--- config.mk ---
export PLATFORM = sky130hd
export DESIGN_NAME = fbp_port
export DESIGN_NICKNAME = d
export VERILOG_FILES = /design/src/rtl/fbp_pkg.sv /design/src/rtl/fbp_port.sv /design/src/rtl/fbp_schmitt.sv
export SDC_FILE = /design/constraint.sdc
export NUM_CORES = 1
export LEC_CHECK = 0
export BUFFER_PORTS_ARGS = -buffer_cell sky130_fd_sc_hd__buf_2
export CORE_MARGIN = 2
export CORE_UTILIZATION = 30
export CTS_CLUSTER_DIAMETER = 200
export DETAILED_ROUTE_END_ITERATION = 10
export PLACE_DENSITY_LB_ADDON = 0.05
export RECOVER_POWER = 100
export SYNTH_ARGS = -nofsm -noshare
export SYNTH_HDL_FRONTEND = slang
export SYNTH_SLANG_ARGS = --single-unit
--- constraint.sdc ---
create_clock -name clk_sys -period 1.2 [get_ports clk_sys]
set_input_delay 0.24 -clock clk_sys [delete_from_list [all_inputs] [get_ports clk_sys]]
set_output_delay 0.24 -clock clk_sys [all_outputs]
set_load 0.005 [all_outputs]
--- src/rtl/fbp_pkg.sv ---
// Behaviour
// - Five independent two-way pins, each with a latch bit and a direction bit.
// - Direction bit at one makes the pin an input with its driver released.
// - Direction bit at zero drives the pin from its latch bit.
// - After reset all pins are inputs and the pin image reads zero.
// - Data reads return pin levels; data writes load the latch, not the pins.
// - Each data write samples the pins, merges the new bits, then stores the result.
// - Bit four feeds the timer clock through hysteresis and only ever drives low.
// - While the shared timer clock is enabled, bit four is never driven, though its level still reads in the pin image.
// - Direction bits seven to five read as zero and ignore writes.
package fbp_pkg;
  localparam int         FBP_WIDTH          = 5;
  localparam logic [7:0] FBP_PINS_ADDR      = 8'h05;
  localparam logic [7:0] FBP_DIR_ADDR       = 8'h85;
  localparam logic [4:0] FBP_DIR_RESET      = 5'h1F;
  localparam logic [4:0] FBP_LATCH_RESET    = 5'h00;
  localparam logic [4:0] FBP_PIN_IMG_RESET  = 5'h00;
  localparam int         FBP_SHARED_BIT     = 4;
endpackage

--- src/rtl/fbp_port.sv ---
`timescale 1ns/100ps
module fbp_port
  import fbp_pkg::*;
(
  input  wire logic       clk_sys,
  input  wire logic       arst_n,
  input  wire logic [7:0] reg_addr,
  input  wire logic       reg_wr,
  input  wire logic [7:0] reg_wdata,
  input  wire logic [7:0] reg_wmask,
  output logic      [7:0] reg_rdata,
  input  wire logic [4:0] pin_in,
  output logic      [4:0] pin_out,
  output logic      [4:0] pin_oe,
  input  wire logic       timer_clk_enable,
  output logic            timer_ext_clock_input
);
  // ------------------------------------------------------------
  // Pin synchronisers and pin image
  // ------------------------------------------------------------
  logic [4:0] sync_a;
  logic [4:0] sync_b;
  logic [4:0] pin_img;
  logic       bit4_filt;
  logic [4:0] latch;
  logic [4:0] dir;

  // Pins change at any time, so two flops settle them before any logic reads them.
  // Only the second flop feeds the pin image and the filter.
  always_ff @(posedge clk_sys or negedge arst_n) begin
    if (!arst_n) begin
      sync_a <= 5'h00;
      sync_b <= 5'h00;
    end else begin
      sync_a <= pin_in;
      sync_b <= sync_a;
    end
  end

  fbp_schmitt u_schmitt (
    .clk_sys   (clk_sys),
    .arst_n    (arst_n),
    .level_in  (sync_b[FBP_SHARED_BIT]),
    .level_out (bit4_filt)
  );

  always_ff @(posedge clk_sys or negedge arst_n) begin
    if (!arst_n) begin
      pin_img <= FBP_PIN_IMG_RESET;
    end else begin
      pin_img <= {bit4_filt, sync_b[3:0]};
    end
  end

  // The timer sees the filtered level in the same clock as the pin image does.
  // timer clock tap
  always_ff @(posedge clk_sys or negedge arst_n) begin
    if (!arst_n) begin
      timer_ext_clock_input <= 1'b0;
    end else begin
      timer_ext_clock_input <= bit4_filt;
    end
  end

  // ------------------------------------------------------------
  // Register decode
  // ------------------------------------------------------------
  wire        sel_pins = (reg_addr == FBP_PINS_ADDR);
  wire        sel_dir  = (reg_addr == FBP_DIR_ADDR);
  wire        wr_pins  = reg_wr && sel_pins;
  wire        wr_dir   = reg_wr && sel_dir;
  // Unmasked bits are written back with the sampled pin level, not the old latch value.
  // A pin that an outside circuit holds against its latch therefore loses that latch value.
  // read-modify-write merge
  wire [4:0]  rmw_val  = (pin_img & ~reg_wmask[4:0]) | (reg_wdata[4:0] & reg_wmask[4:0]);
  wire [4:0]  next_latch = wr_pins ? rmw_val : latch;
  wire [4:0]  next_dir   = wr_dir ? reg_wdata[4:0] : dir;

  always_ff @(posedge clk_sys or negedge arst_n) begin
    if (!arst_n) begin
      latch <= FBP_LATCH_RESET;
      dir   <= FBP_DIR_RESET;
    end else begin
      latch <= next_latch;
      dir   <= next_dir;
    end
  end

  wire [7:0] rd_pins = {3'h0, pin_img};
  wire [7:0] rd_dir  = {3'h0, dir};
  assign reg_rdata = sel_pins ? rd_pins : (sel_dir ? rd_dir : 8'h00);

  // ------------------------------------------------------------
  // Pin drivers
  // ------------------------------------------------------------
  // input releases driver
  wire [3:0] low_oe = ~dir[3:0];
  // Bit four only pulls low: a latch one releases the pin to its outside pull-up.
  // open drain bit four
  wire       oe4    = ~dir[4] && ~latch[4] && ~timer_clk_enable;
  assign pin_oe  = {oe4, low_oe};
  assign pin_out = {1'b0, latch[3:0]};

  // ------------------------------------------------------------
  // Checks
  // ------------------------------------------------------------
  // input releases driver
  a_input_released: assert property (@(posedge clk_sys) disable iff (!arst_n)
    dir[0] |-> !pin_oe[0])
    else $error("input pin is driven");

  a_released_all: assert property (@(posedge clk_sys) disable iff (!arst_n)
    (dir & pin_oe) == 5'h00)
    else $error("driver on for an input pin");

  a_output_drives: assert property (@(posedge clk_sys) disable iff (!arst_n)
    !dir[1] |-> pin_oe[1] && pin_out[1] == latch[1])
    else $error("output mismatch");

  a_drive_all: assert property (@(posedge clk_sys) disable iff (!arst_n)
    pin_oe[3:0] == ~dir[3:0] && pin_out[3:0] == latch[3:0])
    else $error("low bits drive wrong");

  // This check runs while reset is held, so it carries no disable clause.
  // reset leaves inputs
  a_reset_inputs: assert property (@(posedge clk_sys)
    !arst_n |=> dir == FBP_DIR_RESET && pin_img == FBP_PIN_IMG_RESET && pin_oe == 5'h00)
    else $error("reset state wrong");

  a_pins_read: assert property (@(posedge clk_sys) disable iff (!arst_n)
    sel_pins |-> reg_rdata == {3'h0, pin_img})
    else $error("pin read wrong");

  a_unmapped_zero: assert property (@(posedge clk_sys) disable iff (!arst_n)
    !sel_pins && !sel_dir |-> reg_rdata == 8'h00)
    else $error("unmapped read nonzero");

  a_rmw_store: assert property (@(posedge clk_sys) disable iff (!arst_n)
    wr_pins |=> latch == $past(rmw_val))
    else $error("latch not loaded");

  a_rmw_keeps: assert property (@(posedge clk_sys) disable iff (!arst_n)
    wr_pins |=> (latch & ~$past(reg_wmask[4:0])) == ($past(pin_img) & ~$past(reg_wmask[4:0])))
    else $error("unmasked bit not from pins");

  a_rmw_sets: assert property (@(posedge clk_sys) disable iff (!arst_n)
    wr_pins |=> (latch & $past(reg_wmask[4:0])) ==
                ($past(reg_wdata[4:0]) & $past(reg_wmask[4:0])))
    else $error("masked bit not written");

  a_drain_only_low: assert property (@(posedge clk_sys) disable iff (!arst_n)
    pin_oe[4] |-> !pin_out[4])
    else $error("bit four drives high");

  a_drain_release: assert property (@(posedge clk_sys) disable iff (!arst_n)
    latch[4] |-> !pin_oe[4])
    else $error("bit four not released");

  a_bit_four_low: assert property (@(posedge clk_sys) disable iff (!arst_n)
    pin_out[FBP_SHARED_BIT] == 1'b0)
    else $error("bit four drive value high");

  a_timer_follows: assert property (@(posedge clk_sys) disable iff (!arst_n)
    timer_ext_clock_input == $past(bit4_filt))
    else $error("timer clock out of step");

  a_filter_steady: assert property (@(posedge clk_sys) disable iff (!arst_n)
    $changed(bit4_filt) |->
      $past(sync_b[FBP_SHARED_BIT], 1) == bit4_filt &&
      $past(sync_b[FBP_SHARED_BIT], 2) == bit4_filt &&
      $past(sync_b[FBP_SHARED_BIT], 3) == bit4_filt)
    else $error("filter moved early");

  a_shared_reserved: assert property (@(posedge clk_sys) disable iff (!arst_n)
    timer_clk_enable |-> !pin_oe[4])
    else $error("shared pin driven");

  a_dir_upper_zero: assert property (@(posedge clk_sys) disable iff (!arst_n)
    sel_dir |-> reg_rdata[7:5] == 3'h0)
    else $error("upper bits nonzero");

  a_latch_holds: assert property (@(posedge clk_sys) disable iff (!arst_n)
    !wr_pins |=> $stable(latch))
    else $error("latch changed");

  a_dir_write: assert property (@(posedge clk_sys) disable iff (!arst_n)
    wr_dir |=> dir == $past(reg_wdata[4:0]))
    else $error("dir not written");

  a_dir_holds: assert property (@(posedge clk_sys) disable iff (!arst_n)
    !wr_dir |=> $stable(dir))
    else $error("dir changed");

  a_dir_read: assert property (@(posedge clk_sys) disable iff (!arst_n)
    sel_dir |-> reg_rdata == {3'h0, dir})
    else $error("dir read wrong");

  // ------------------------------------------------------------
  // Scenario covers
  // ------------------------------------------------------------
  c_pin_write: cover property (@(posedge clk_sys) disable iff (!arst_n) wr_pins);
  c_dir_output: cover property (@(posedge clk_sys) disable iff (!arst_n) wr_dir ##1 !dir[0]);
  c_drain_low: cover property (@(posedge clk_sys) disable iff (!arst_n) pin_oe[4]);
  c_rmw_keep: cover property (@(posedge clk_sys) disable iff (!arst_n)
    wr_pins && reg_wmask[4:0] != 5'h1F);
  c_timer_clock: cover property (@(posedge clk_sys) disable iff (!arst_n)
    $rose(timer_ext_clock_input));
endmodule

--- src/rtl/fbp_schmitt.sv ---
`timescale 1ns/100ps
// Hysteresis filter: the output changes only after the input holds for three samples.
module fbp_schmitt
  import fbp_pkg::*;
(
  input  wire logic clk_sys,
  input  wire logic arst_n,
  input  wire logic level_in,
  output logic      level_out
);
  logic [1:0] hist;

  always_ff @(posedge clk_sys or negedge arst_n) begin
    if (!arst_n) begin
      hist      <= 2'h0;
      level_out <= 1'b0;
    end else begin
      hist <= {hist[0], level_in};
      if (hist[1] == hist[0] && hist[0] == level_in) begin
        level_out <= level_in;
      end
    end
  end
endmodule

==> metrics.txt, run 1 <==
leading area contributor after synthesis dfrtp_1; final weighted congestion in routability-driven placement roughly 0.66; Seq cells post-synth 28; Syn Inst Count 79; Detailed Place HPWL between 1.5 and 2 mm; Root Driver clkbuf_8; Setup violations, final 14; DRT iter0 DRCs 17; die span in x 65.9 um; Worst Skew roughly 1.6 ps; CP max stage cell dfstp_2; routed wire length about 2 mm; CP peak stage delay approximately 540 ps; crit end category output port; Pwr per Cell Area 1140 nW/um2; I/O pin total 52; maximum clock frequency approximately 740 MHz; CTS tree yes; Via density 4.09; RSZ-0062 raised after global routing yes; post-layout min period roughly 1400 ps; DRT Pass-1 Iters 4; largest net degree at the start of global routing 29; clock tree buffer depth 2; Initial Util 0.314; Synth Cell Area roughly 1100 um2; core area ~3700 um2; status finished, violations left; total of max-cap violations 0; dpl cell area 1400 um2; critical-path cell list mux2i_1 > nor2_1 > buf_2; Slew @ Worst Pin between 600 and 700 ps; first-pass GRT wire length around 3.2 mm; synth top area cells dfrtp_1 (50%), dfstp_2 (11%), mux2_2 (9.8%), mux2_4 (6.5%), buf_4 (5.9%); P_leak around 0.8 nW; crit path launch type flip-flop; Syn Area/Cell about 15 um2; failing checks setup timing; Peak supply drop between 600 and 700 uV; cell area after layout around 1600 um2; Rows 22; Critical Path RT 960 ps; routed length per instance 11.3 um; Residual DRC 0; fin crit share 1.13; CTS clk-pin slew, worst paths ~90 ps; Slew HR 0.550; Critical Path Fanout Max 3; setup total negative slack -1240 ps; NumNets Final between 150 and 200; Global Route Usage Sum 0.0996; Yosys Warn Count 0; Sink Count 28; initial antenna violation count 0; crit path DAT roughly 1100 ps; Synth cell types 19; Area Growth Syn to Fin 36.5%; layout cells sized above 1 0.669; CTS Buf Count 3; n_diodes 0; top-area cell type share of the netlist area 0.501; vias in the first global route approximately 710; via count 740; Final Max Slew Viols 0; Hold/Removal Path Class input port to flip-flop; post-route ant nets 0; port buffer count between 40 and 50; Fin. Hold Viols 0; H-tree levels 1; GRT overflow 0; Clk Latency, worst-skew pair 270 ps; Die Area around 4300 um2; CP Class flip-flop to output port; final worst slack -155 ps; Filler cells around 360; Die Height between 60 and 70 um; Seq/Total Area, Yosys 0.615
==> placed cells by master (no fill, tap or decap), drive strengths merged <==
| master | netlist | routed |
|---|---|---|
| buf | 11 | 56 |
| dfrtp | 23 | 23 |
| mux2 | 15 | 15 |
| mux2i | 5 | 5 |
| nor2 | 5 | 5 |
| dfstp | 5 | 5 |
| clkbuf | 0 | 5 |
| inv | 5 | 5 |
| conb | 1 | 4 |
| o21ai | 2 | 2 |
| nor4b | 1 | 1 |
| nor3b | 1 | 1 |
| nand2 | 1 | 1 |
| nor3 | 1 | 1 |
| and4 | 1 | 1 |
| nand4b | 1 | 1 |
| a21oi | 1 | 1 |
| dlygate4sd3 | 0 | 1 |
==> what timing repair did <==
action                     4_1_cts  5_1_grt
setup endpoints to repair       10       20
cloned                           0        0
setup buffers                    8        1
hold endpoints to repair        23        0
hold buffers                     1        0
resized for setup                7        5
pin swaps                        4        3
==> final timing paths <==
kind	slack (ps)	start	depth (start not counted)	to
max	-150	dir[2]	3	reg_rdata[2]
min	70	pin_in[3]	1	sync_a[3]
max reg2reg	180	pin_img[2]	2	latch[2]
min reg2reg	350	sync_b[1]	0	pin_img[1]
max in group asynchronous	160	arst_n	3	pin_img[4]
min in group asynchronous	600	arst_n	3	sync_a[1]
==> critical path: cells and delay by family (launching register included) <==
| family | cells | cell delay, ps |
|---|---|---|
| muxes | 1 | 60 |
| buffers and inverters | 1 | 130 |
| DFF | 1 | 540 |
| and+or+nand+nor | 1 | 110 |
==> sequential cells by signal (all words and copies together), names as in the netlist <==
name / flops
sync_a: 5
sync_b: 5
u_schmitt.hist: 2
dir: 5
u_schmitt.level_out: 1
latch: 5
pin_img: 5
==> power breakdown <==
| group | switching (mW) | internal [mW] | leakage (nW) |
|---|---|---|---|
| combinational | 0.0782 | 0.124 | 0.443 |
| sequential | 0.0251 | 1.00 | 0.328 |
| clock | 0.267 | 0.293 | 0.0288 |
==> Yosys cell counts (all sizes together) <==
cell	instances
dfrtp	23
mux2	15
buf	11
dfstp	5
inv	5
mux2i	5
nor2	5
o21ai	2
a21oi	1
and4	1
conb	1
nand2	1
nand4b	1
nor3	1
nor3b	1
nor4b	1
==> routing by layer <==
| metal | part of all wire | up-vias | wire [um] | global-route usage |
|---|---|---|---|---|
| li1 | - | 357 | - | - |
| met1 | 0.44 | 346 | 898 | 0.129 |
| met2 | 0.45 | 32 | 919 | 0.155 |
| met3 | 0.089 | 5 | 181 | 0.0256 |
| met4 | 0.019 | 0 | 38 | 0.0469 |
| met5 | 0 | - | 0 | 0 |
==> area by class of cell <==
type / instances / area, um2 / area share
sequential: 28 / 707 / 0.451
tap: 48 / 60.1 / 0.0383
inverter: 5 / 18.8 / 0.0120
clock buffer: 4 / 55.1 / 0.0351
multi-input combinational: 38 / 363 / 0.231
timing repair buffer: 58 / 364 / 0.232
==> cell families after synthesis <==
logic type,after synthesis,synth area share
other,1,0.00326
multiplexers,20,0.207
AND/OR/NAND/NOR,11,0.0719
buffers and inverters,16,0.0893
AO/OA/AOI/OAI,3,0.0131
flip-flops,28,0.615
==> through the flow <==
stage | total power [mW] | setup slack [ps] | cells | hold WS [ps] | util
final | 1.79 | -155 | 181 | 70.1 | 0.428
after global routing | 1.89 | -200 | 181 | 47.0 | 0.428
after CTS | 1.82 | -156 | 180 | 60.6 | 0.420
after detailed placement | 1.22 | -260 | 167 | 261 | 0.382
after global placement | 1.22 | -247 | 167 | 259 | 0.382
after floorplan | 1.13 | -63.4 | 82 | -55.6 | -
No activity file was read; power rests on OpenSTA's default activity.
==> inputs of run 2 (changes only) <==
- ABC_AREA: default -> 1
- CORE_UTILIZATION: 30 -> 46
==> metrics.txt, run 2 <==
status finished, violations left (unchanged); failing checks setup timing (unchanged); crit path launch type flip-flop (unchanged); routed length per instance 10.4 um (was 11.3 um); crit path DAT 1170 ps (was 1110 ps); worst r2r src u_schmitt.hist[0] (was pin_img[2]); Setup violations, final 10 (was 14); Final Max Slew Viols 0 (unchanged); initial antenna violation count 0 (unchanged); Pwr per Cell Area 1170 nW/um2 (was 1140 nW/um2); Die Area 3070 um2 (was 4340 um2); final worst slack -207 ps (was -155 ps); Yosys Warn Count 0 (unchanged); CP peak stage delay 570 ps (was 540 ps); Peak supply drop 969 uV (was 655 uV); Residual DRC 0 (unchanged); Synth cell types 19 (unchanged); largest net degree at the start of global routing 29 (unchanged); CTS tree yes (unchanged); Critical Path RT 960 ps (about the same); crit-path leading delay family flip-flops (unchanged); Syn Area/Cell 9.27 um2 (was 14.5 um2); most frequent cells after synthesis nand2_1 (39), dfrtp_1 (23), inv_1 (18) (was dfrtp_1 (23), mux2_2 (10), buf_4 (9)); Hold/Removal Path Class input port to flip-flop (unchanged); DP Worst Slack -92.6 ps (was -260 ps); die span in x 55.4 um (was 65.9 um); clock tree buffer depth 2 (unchanged); leading area contributor after synthesis dfrtp_1 (unchanged); NumNets Final 214 (was 167); final weighted congestion in routability-driven placement 0.779 (was 0.658); EDFF count, synth 0 (unchanged); n_diodes 0 (unchanged); Sink Count 28 (unchanged); first-pass GRT wire length 3.76 mm (was 3.17 mm); DRT Pass-1 Iters 4 (unchanged); core area 2500 um2 (was 3660 um2); layout cells sized above 1 0.389 (was 0.669); Worst R2R End u_schmitt.level_out (was latch[2]); Min-Delay Path Depth 3 (was 1); CP Buf/Inv Count 2 (was 1); Via density 4.55 (was 4.09); Die Height 55.4 um (was 65.9 um); total power draw 1.82 mW (was 1.79 mW); P_leak 0.853 nW (was 0.800 nW); Seq/Total Area, Yosys 0.582 (was 0.615); Multi-input gate area 383 um2 (was 363 um2); Slew @ Worst Pin 648 ps (was 675 ps); top-area cell type share of the netlist area 0.474 (was 0.501); Area Growth Syn to Fin 27.5% (was 36.5%); CP max stage cell dfstp_2 (unchanged); Initial Util 0.486 (was 0.314); Synth Cell Area 1210 um2 (was 1150 um2); Hold EP dir[4] (was sync_a[3]); GRT overflow 0 (unchanged); Rows 18 (was 22); Async SR Flop Fraction 1.00 (unchanged); port buffer count 41 (unchanged); RSZ-0062 raised after global routing yes (unchanged); Clk Latency, worst-skew pair 330 ps (was 270 ps); WP depth 3 (unchanged); post-route ant nets 0 (unchanged); Slew HR 0.568 (was 0.550); I/O pin total 52 (unchanged); reg2reg setup slack 370 ps (was 180 ps); R2R cell count 2 (unchanged); critical-path cell list inv_2 > o21ai_2 > buf_2 (was mux2i_1 > nor2_1 > buf_2); synth top area cells dfrtp_1 (47%), nand2_1 (12%), dfstp_2 (11%), buf_4 (5.6%), inv_1 (5.6%) (was dfrtp_1 (50%), dfstp_2 (11%), mux2_2 (9.8%), mux2_4 (6.5%), buf_4 (5.9%)); total of max-cap violations 0 (unchanged); post-layout min period 1410 ps (was 1350 ps); commonest cells after routing, fill and taps aside nand2_1 (39), buf_2 (39), dfrtp_1 (23), inv_1 (14), nand3_1 (12) (was buf_2 (39), dfrtp_1 (23), mux2_2 (10), buf_4 (10), buf_6 (7)); crit end category output port (unchanged); Detailed Place HPWL 1.69 mm (was 1.51 mm); Seq. cell area 707 um2 (unchanged); Root Driver clkbuf_4 (was clkbuf_8); most frequent cell after synthesis nand2_1 (was dfrtp_1); CP Class flip-flop to output port (unchanged); ys flop type dfrtp_1 (unchanged); Global Route Usage Sum 0.153 (was 0.0996); fin crit share 1.17 (was 1.13); vias in the first global route 916 (was 708); CTS Buf Count 3 (unchanged); Filler cells 217 (was 361); Syn Inst Count 131 (was 79); Seq cells post-synth 28 (unchanged); maximum clock frequency 711 MHz (was 738 MHz); H-tree levels 1 (unchanged); Critical Path Fanout Max 2 (was 3); Fin. Hold Viols 0 (unchanged); DRT iter0 DRCs 18 (was 17); routed wire length 2.18 mm (was 2.04 mm); worst hold start reg_wdata[4] (was pin_in[3]); CTS clk-pin slew, worst paths 150 ps (was 90 ps); Worst Skew 11.0 ps (was 1.61 ps); via count 955 (was 740)
## run 2: worst max path at each step
stage                start           end  slack [ps]
2_1_floorplan  reg_addr[2]  reg_rdata[0]         220
3_3_place_gp   reg_addr[7]  reg_rdata[1]         -70
3_5_place_dp   reg_addr[6]  reg_rdata[1]         -90
4_1_cts             dir[1]  reg_rdata[1]        -220
5_1_grt             dir[1]  reg_rdata[1]        -260
6_report            dir[1]  reg_rdata[1]        -210
## run 2: stage by stage
step | hold WS, ps | instances | setup TNS (ps) | utilization | area, um2
floorplan | -55.6 | 134 | 0 | - | 1230
global placement | 248 | 200 | -222 | 0.574 | 1430
detailed placement | 248 | 200 | -288 | 0.574 | 1430
CTS | 0.843 | 207 | -1450 | 0.610 | 1530
global route | 119 | 210 | -1880 | 0.620 | 1550
finish | 120 | 210 | -1270 | 0.620 | 1550
## run 2: cell families (layout without fill, tap and decap cells)
group,count (synthesis),in the layout,share of synthesized area
AND/OR/NAND/NOR,63,63,0.253
buffers and inverters,29,75,0.118
flip-flops,28,28,0.582
AO/OA/AOI/OAI,10,10,0.0433
other,1,4,0.00309
## run 2: worst min-delay path, cell delays in order
cell and delay, ps:
buf_2 100, nand3_1 70, nand2_1 50
## run 2: cell type report
| cell class | instances | share of cell area |
|---|---|---|
| flip-flops and latches | 28 | 0.456 |
| multi-input cells | 77 | 0.247 |
| inverters | 19 | 0.0460 |
| clock buffers | 3 | 0.0145 |
| repair buffers | 52 | 0.192 |
| well taps | 30 | 0.0242 |
| clock inverters | 1 | 0.0194 |
## run 2: layer usage
layer  vias up  GRT usage  share of wire
li1        488          -              -
met1       434      0.166           0.39
met2        31      0.284           0.54
met3         2     0.0515          0.057
met4         0     0.0348         0.0041
met5         -          0              0
## run 2: repair_timing
action | in CTS | in global routing
setup endpoints to repair | 10 | 10
pin swaps | 5 | 0
hold buffers | 3 | 3
setup buffers | 0 | 0
hold endpoints to repair | 25 | 3
gates resized for setup | 6 | 1
## run 2: power by group
part,switching (mW),internal (mW),leakage (nW),total (mW)
registers,0.0269,1.00,0.331,1.03
logic,0.100,0.0873,0.494,0.187
clock network,0.261,0.338,0.0279,0.599
==> inputs of run 3 (changes only) <==
- CORE_UTILIZATION: 46 -> 40
==> metrics.txt, run 3 (synthesis gave the netlist of run 2 again) <==
status finished, violations left (unchanged); failing checks setup timing (unchanged); Fin. Hold Viols 0 (unchanged); final weighted congestion in routability-driven placement 0.765 (was 0.779); GRT overflow 0 (unchanged); Sw Pwr 0.384 mW (was 0.388 mW); Area Growth Syn to Fin 28.4% (was 27.5%); Setup Buffers After CTS 0 (unchanged); cell area after layout 1560 um2 (was 1550 um2); n_diodes 0 (unchanged); Clk Latency, worst-skew pair 320 ps (was 330 ps); Final Max Slew Viols 0 (unchanged); Root Driver clkbuf_4 (unchanged); Hold WS 135 ps (was 120 ps); dpl cell area 1450 um2 (was 1430 um2); sequential share of power 0.567 (about the same); Min-Delay Path Depth 3 (unchanged); DP Worst Slack -83.9 ps (was -92.6 ps); first-pass GRT wire length 3.77 mm (was 3.76 mm); die span in x 59.1 um (was 55.4 um); Via density 4.46 (was 4.55); vias in the first global route 919 (was 916); NumNets Final 216 (was 214); Setup violations, final 10 (unchanged); clock tree buffer depth 2 (unchanged); routed length per instance 10.2 um (was 10.4 um); Filler cells 262 (was 217); H-tree levels 1 (unchanged); via count 950 (was 955); crit end category output port (unchanged); core area 2830 um2 (was 2500 um2); RSZ-0062 raised after global routing yes (unchanged); CP Class flip-flop to output port (unchanged); Initial Util 0.429 (was 0.486); Pwr per Cell Area 1160 nW/um2 (was 1170 nW/um2); Die Height 59.1 um (was 55.4 um); Comb pwr share 0.104 (was 0.103); Residual DRC 0 (unchanged); Rows 19 (was 18); Clk pwr share 0.329 (was 0.330); commonest cells after routing, fill and taps aside nand2_1 (40), buf_2 (39), dfrtp_1 (23), inv_1 (14), nand3_1 (11) (was nand2_1 (39), buf_2 (39), dfrtp_1 (23), inv_1 (14), nand3_1 (12)); DRT iter0 DRCs 34 (was 18); DRT Pass-1 Iters 4 (unchanged); total power draw 1.82 mW (about the same); Peak supply drop 1030 uV (was 969 uV); port buffer count 41 (unchanged); setup total negative slack -1190 ps (was -1270 ps); launch point of the worst path dir[1] (unchanged); Worst Skew 1.62 ps (was 11.0 ps); Hold/Removal Path Class input port to flip-flop (unchanged); worst hold start reg_wdata[1] (was reg_wdata[4]); internal power 1.43 mW (about the same); final worst slack -184 ps (was -207 ps); largest net degree at the start of global routing 29 (unchanged); R2R cell count 2 (unchanged); layout cells sized above 1 0.385 (was 0.389); CTS tree yes (unchanged); commonest non-fill, non-tap cell in the layout nand2_1; crit path DAT 1140 ps (was 1170 ps); I/O pin total 52 (unchanged); crit path launch type flip-flop (unchanged); Critical Path RT 960 ps (about the same); CTS clk-pin slew, worst paths 140 ps (was 150 ps); Global Route Usage Sum 0.143 (was 0.153); post-layout min period 1380 ps (was 1410 ps); total of max-cap violations 0 (unchanged); Die Area 3490 um2 (was 3070 um2); initial antenna violation count 0 (unchanged); P_leak 0.862 nW (was 0.853 nW); Slew HR 0.560 (was 0.568); switch share 0.212 (was 0.214); Detailed Place HPWL 1.68 mm (was 1.69 mm); worst r2r src u_schmitt.hist[0] (unchanged); fin crit share 1.15 (was 1.17); Critical Path Fanout Max 2 (unchanged); maximum clock frequency 722 MHz (was 711 MHz); routed wire length 2.18 mm (about the same); post-route ant nets 0 (unchanged); Sink Count 28 (unchanged); CTS Buf Count 3 (unchanged); Slew @ Worst Pin 660 ps (was 648 ps)
==> run 3: changes by cell type in the layout (fill, tap and decap cells not counted) <==
cell,delta
buf_6,+1
buf_4,+1
nand3_2,+1
o21ai_2,-1
nand3_1,-1
nand2_2,-1
nor2_4,-1
nor2_1,+1
o21ai_1,+1
nand2_1,+1
==> run 3: timing repair <==
item                       4_1_cts  5_1_grt
pin swaps                        6        0
resized for setup                5        2
setup endpoints to repair       10       10
hold buffers                     5        1
hold endpoints to repair        27        1
==> run 3: critical path, stage by stage (launching register included) <==
cell and delay [ps]:
dfstp_2 560, inv_2 40, o21ai_1 100, buf_2 130
==> run 3: area by class of cell <==
class | count | area, um2 | area share
clock buffer | 3 | 22.5 | 0.0144
multi-input combinational | 77 | 374 | 0.240
tap | 31 | 38.8 | 0.0249
sequential | 28 | 707 | 0.453
clock inverter | 1 | 30.0 | 0.0192
timing repair buffer | 54 | 317 | 0.203
inverter | 19 | 71.3 | 0.0457
==> run 3: metrics by stage <==
stage                      util  instances
after floorplan               -        134
after global placement    0.513        203
after detailed placement  0.513        203
after CTS                 0.551        212
after global routing      0.552        213
final                     0.552        213
==> run 3: path summary, 6_finish.rpt <==
| check | end | slack [ps] |
|---|---|---|
| hold reg to reg | pin_img[0] | 360 |
| setup reg to reg | u_schmitt.level_out | 390 |
| setup / recovery | reg_rdata[1] | -180 |
| min in group asynchronous | latch[2] | 540 |
| hold / removal | dir[1] | 140 |
| max in group asynchronous | sync_a[3] | 240 |
==> run 3: per-layer routing <==
| metal | GRT usage | routed length, um | vias to the layer above | part of all wire |
|---|---|---|---|---|
| met5 | 0 | 0 | - | 0 |
| met4 | 0.0292 | 19 | 0 | 0.0087 |
| met3 | 0.0437 | 114 | 2 | 0.052 |
| met2 | 0.267 | 1130 | 28 | 0.52 |
| met1 | 0.159 | 922 | 429 | 0.42 |
| li1 | - | - | 491 | - |
==> run 3: power groups by stage <==
stage | logic (mW) | clock network (mW) | registers (mW)
6_report | 0.190 | 0.597 | 1.03
5_1_grt | 0.220 | 0.661 | 1.04
4_1_cts | 0.192 | 0.621 | 1.03
3_5_place_dp | 0.177 | 0 | 1.05
3_3_place_gp | 0.173 | 0 | 1.04
2_1_floorplan | 0.0919 | 0 | 1.04
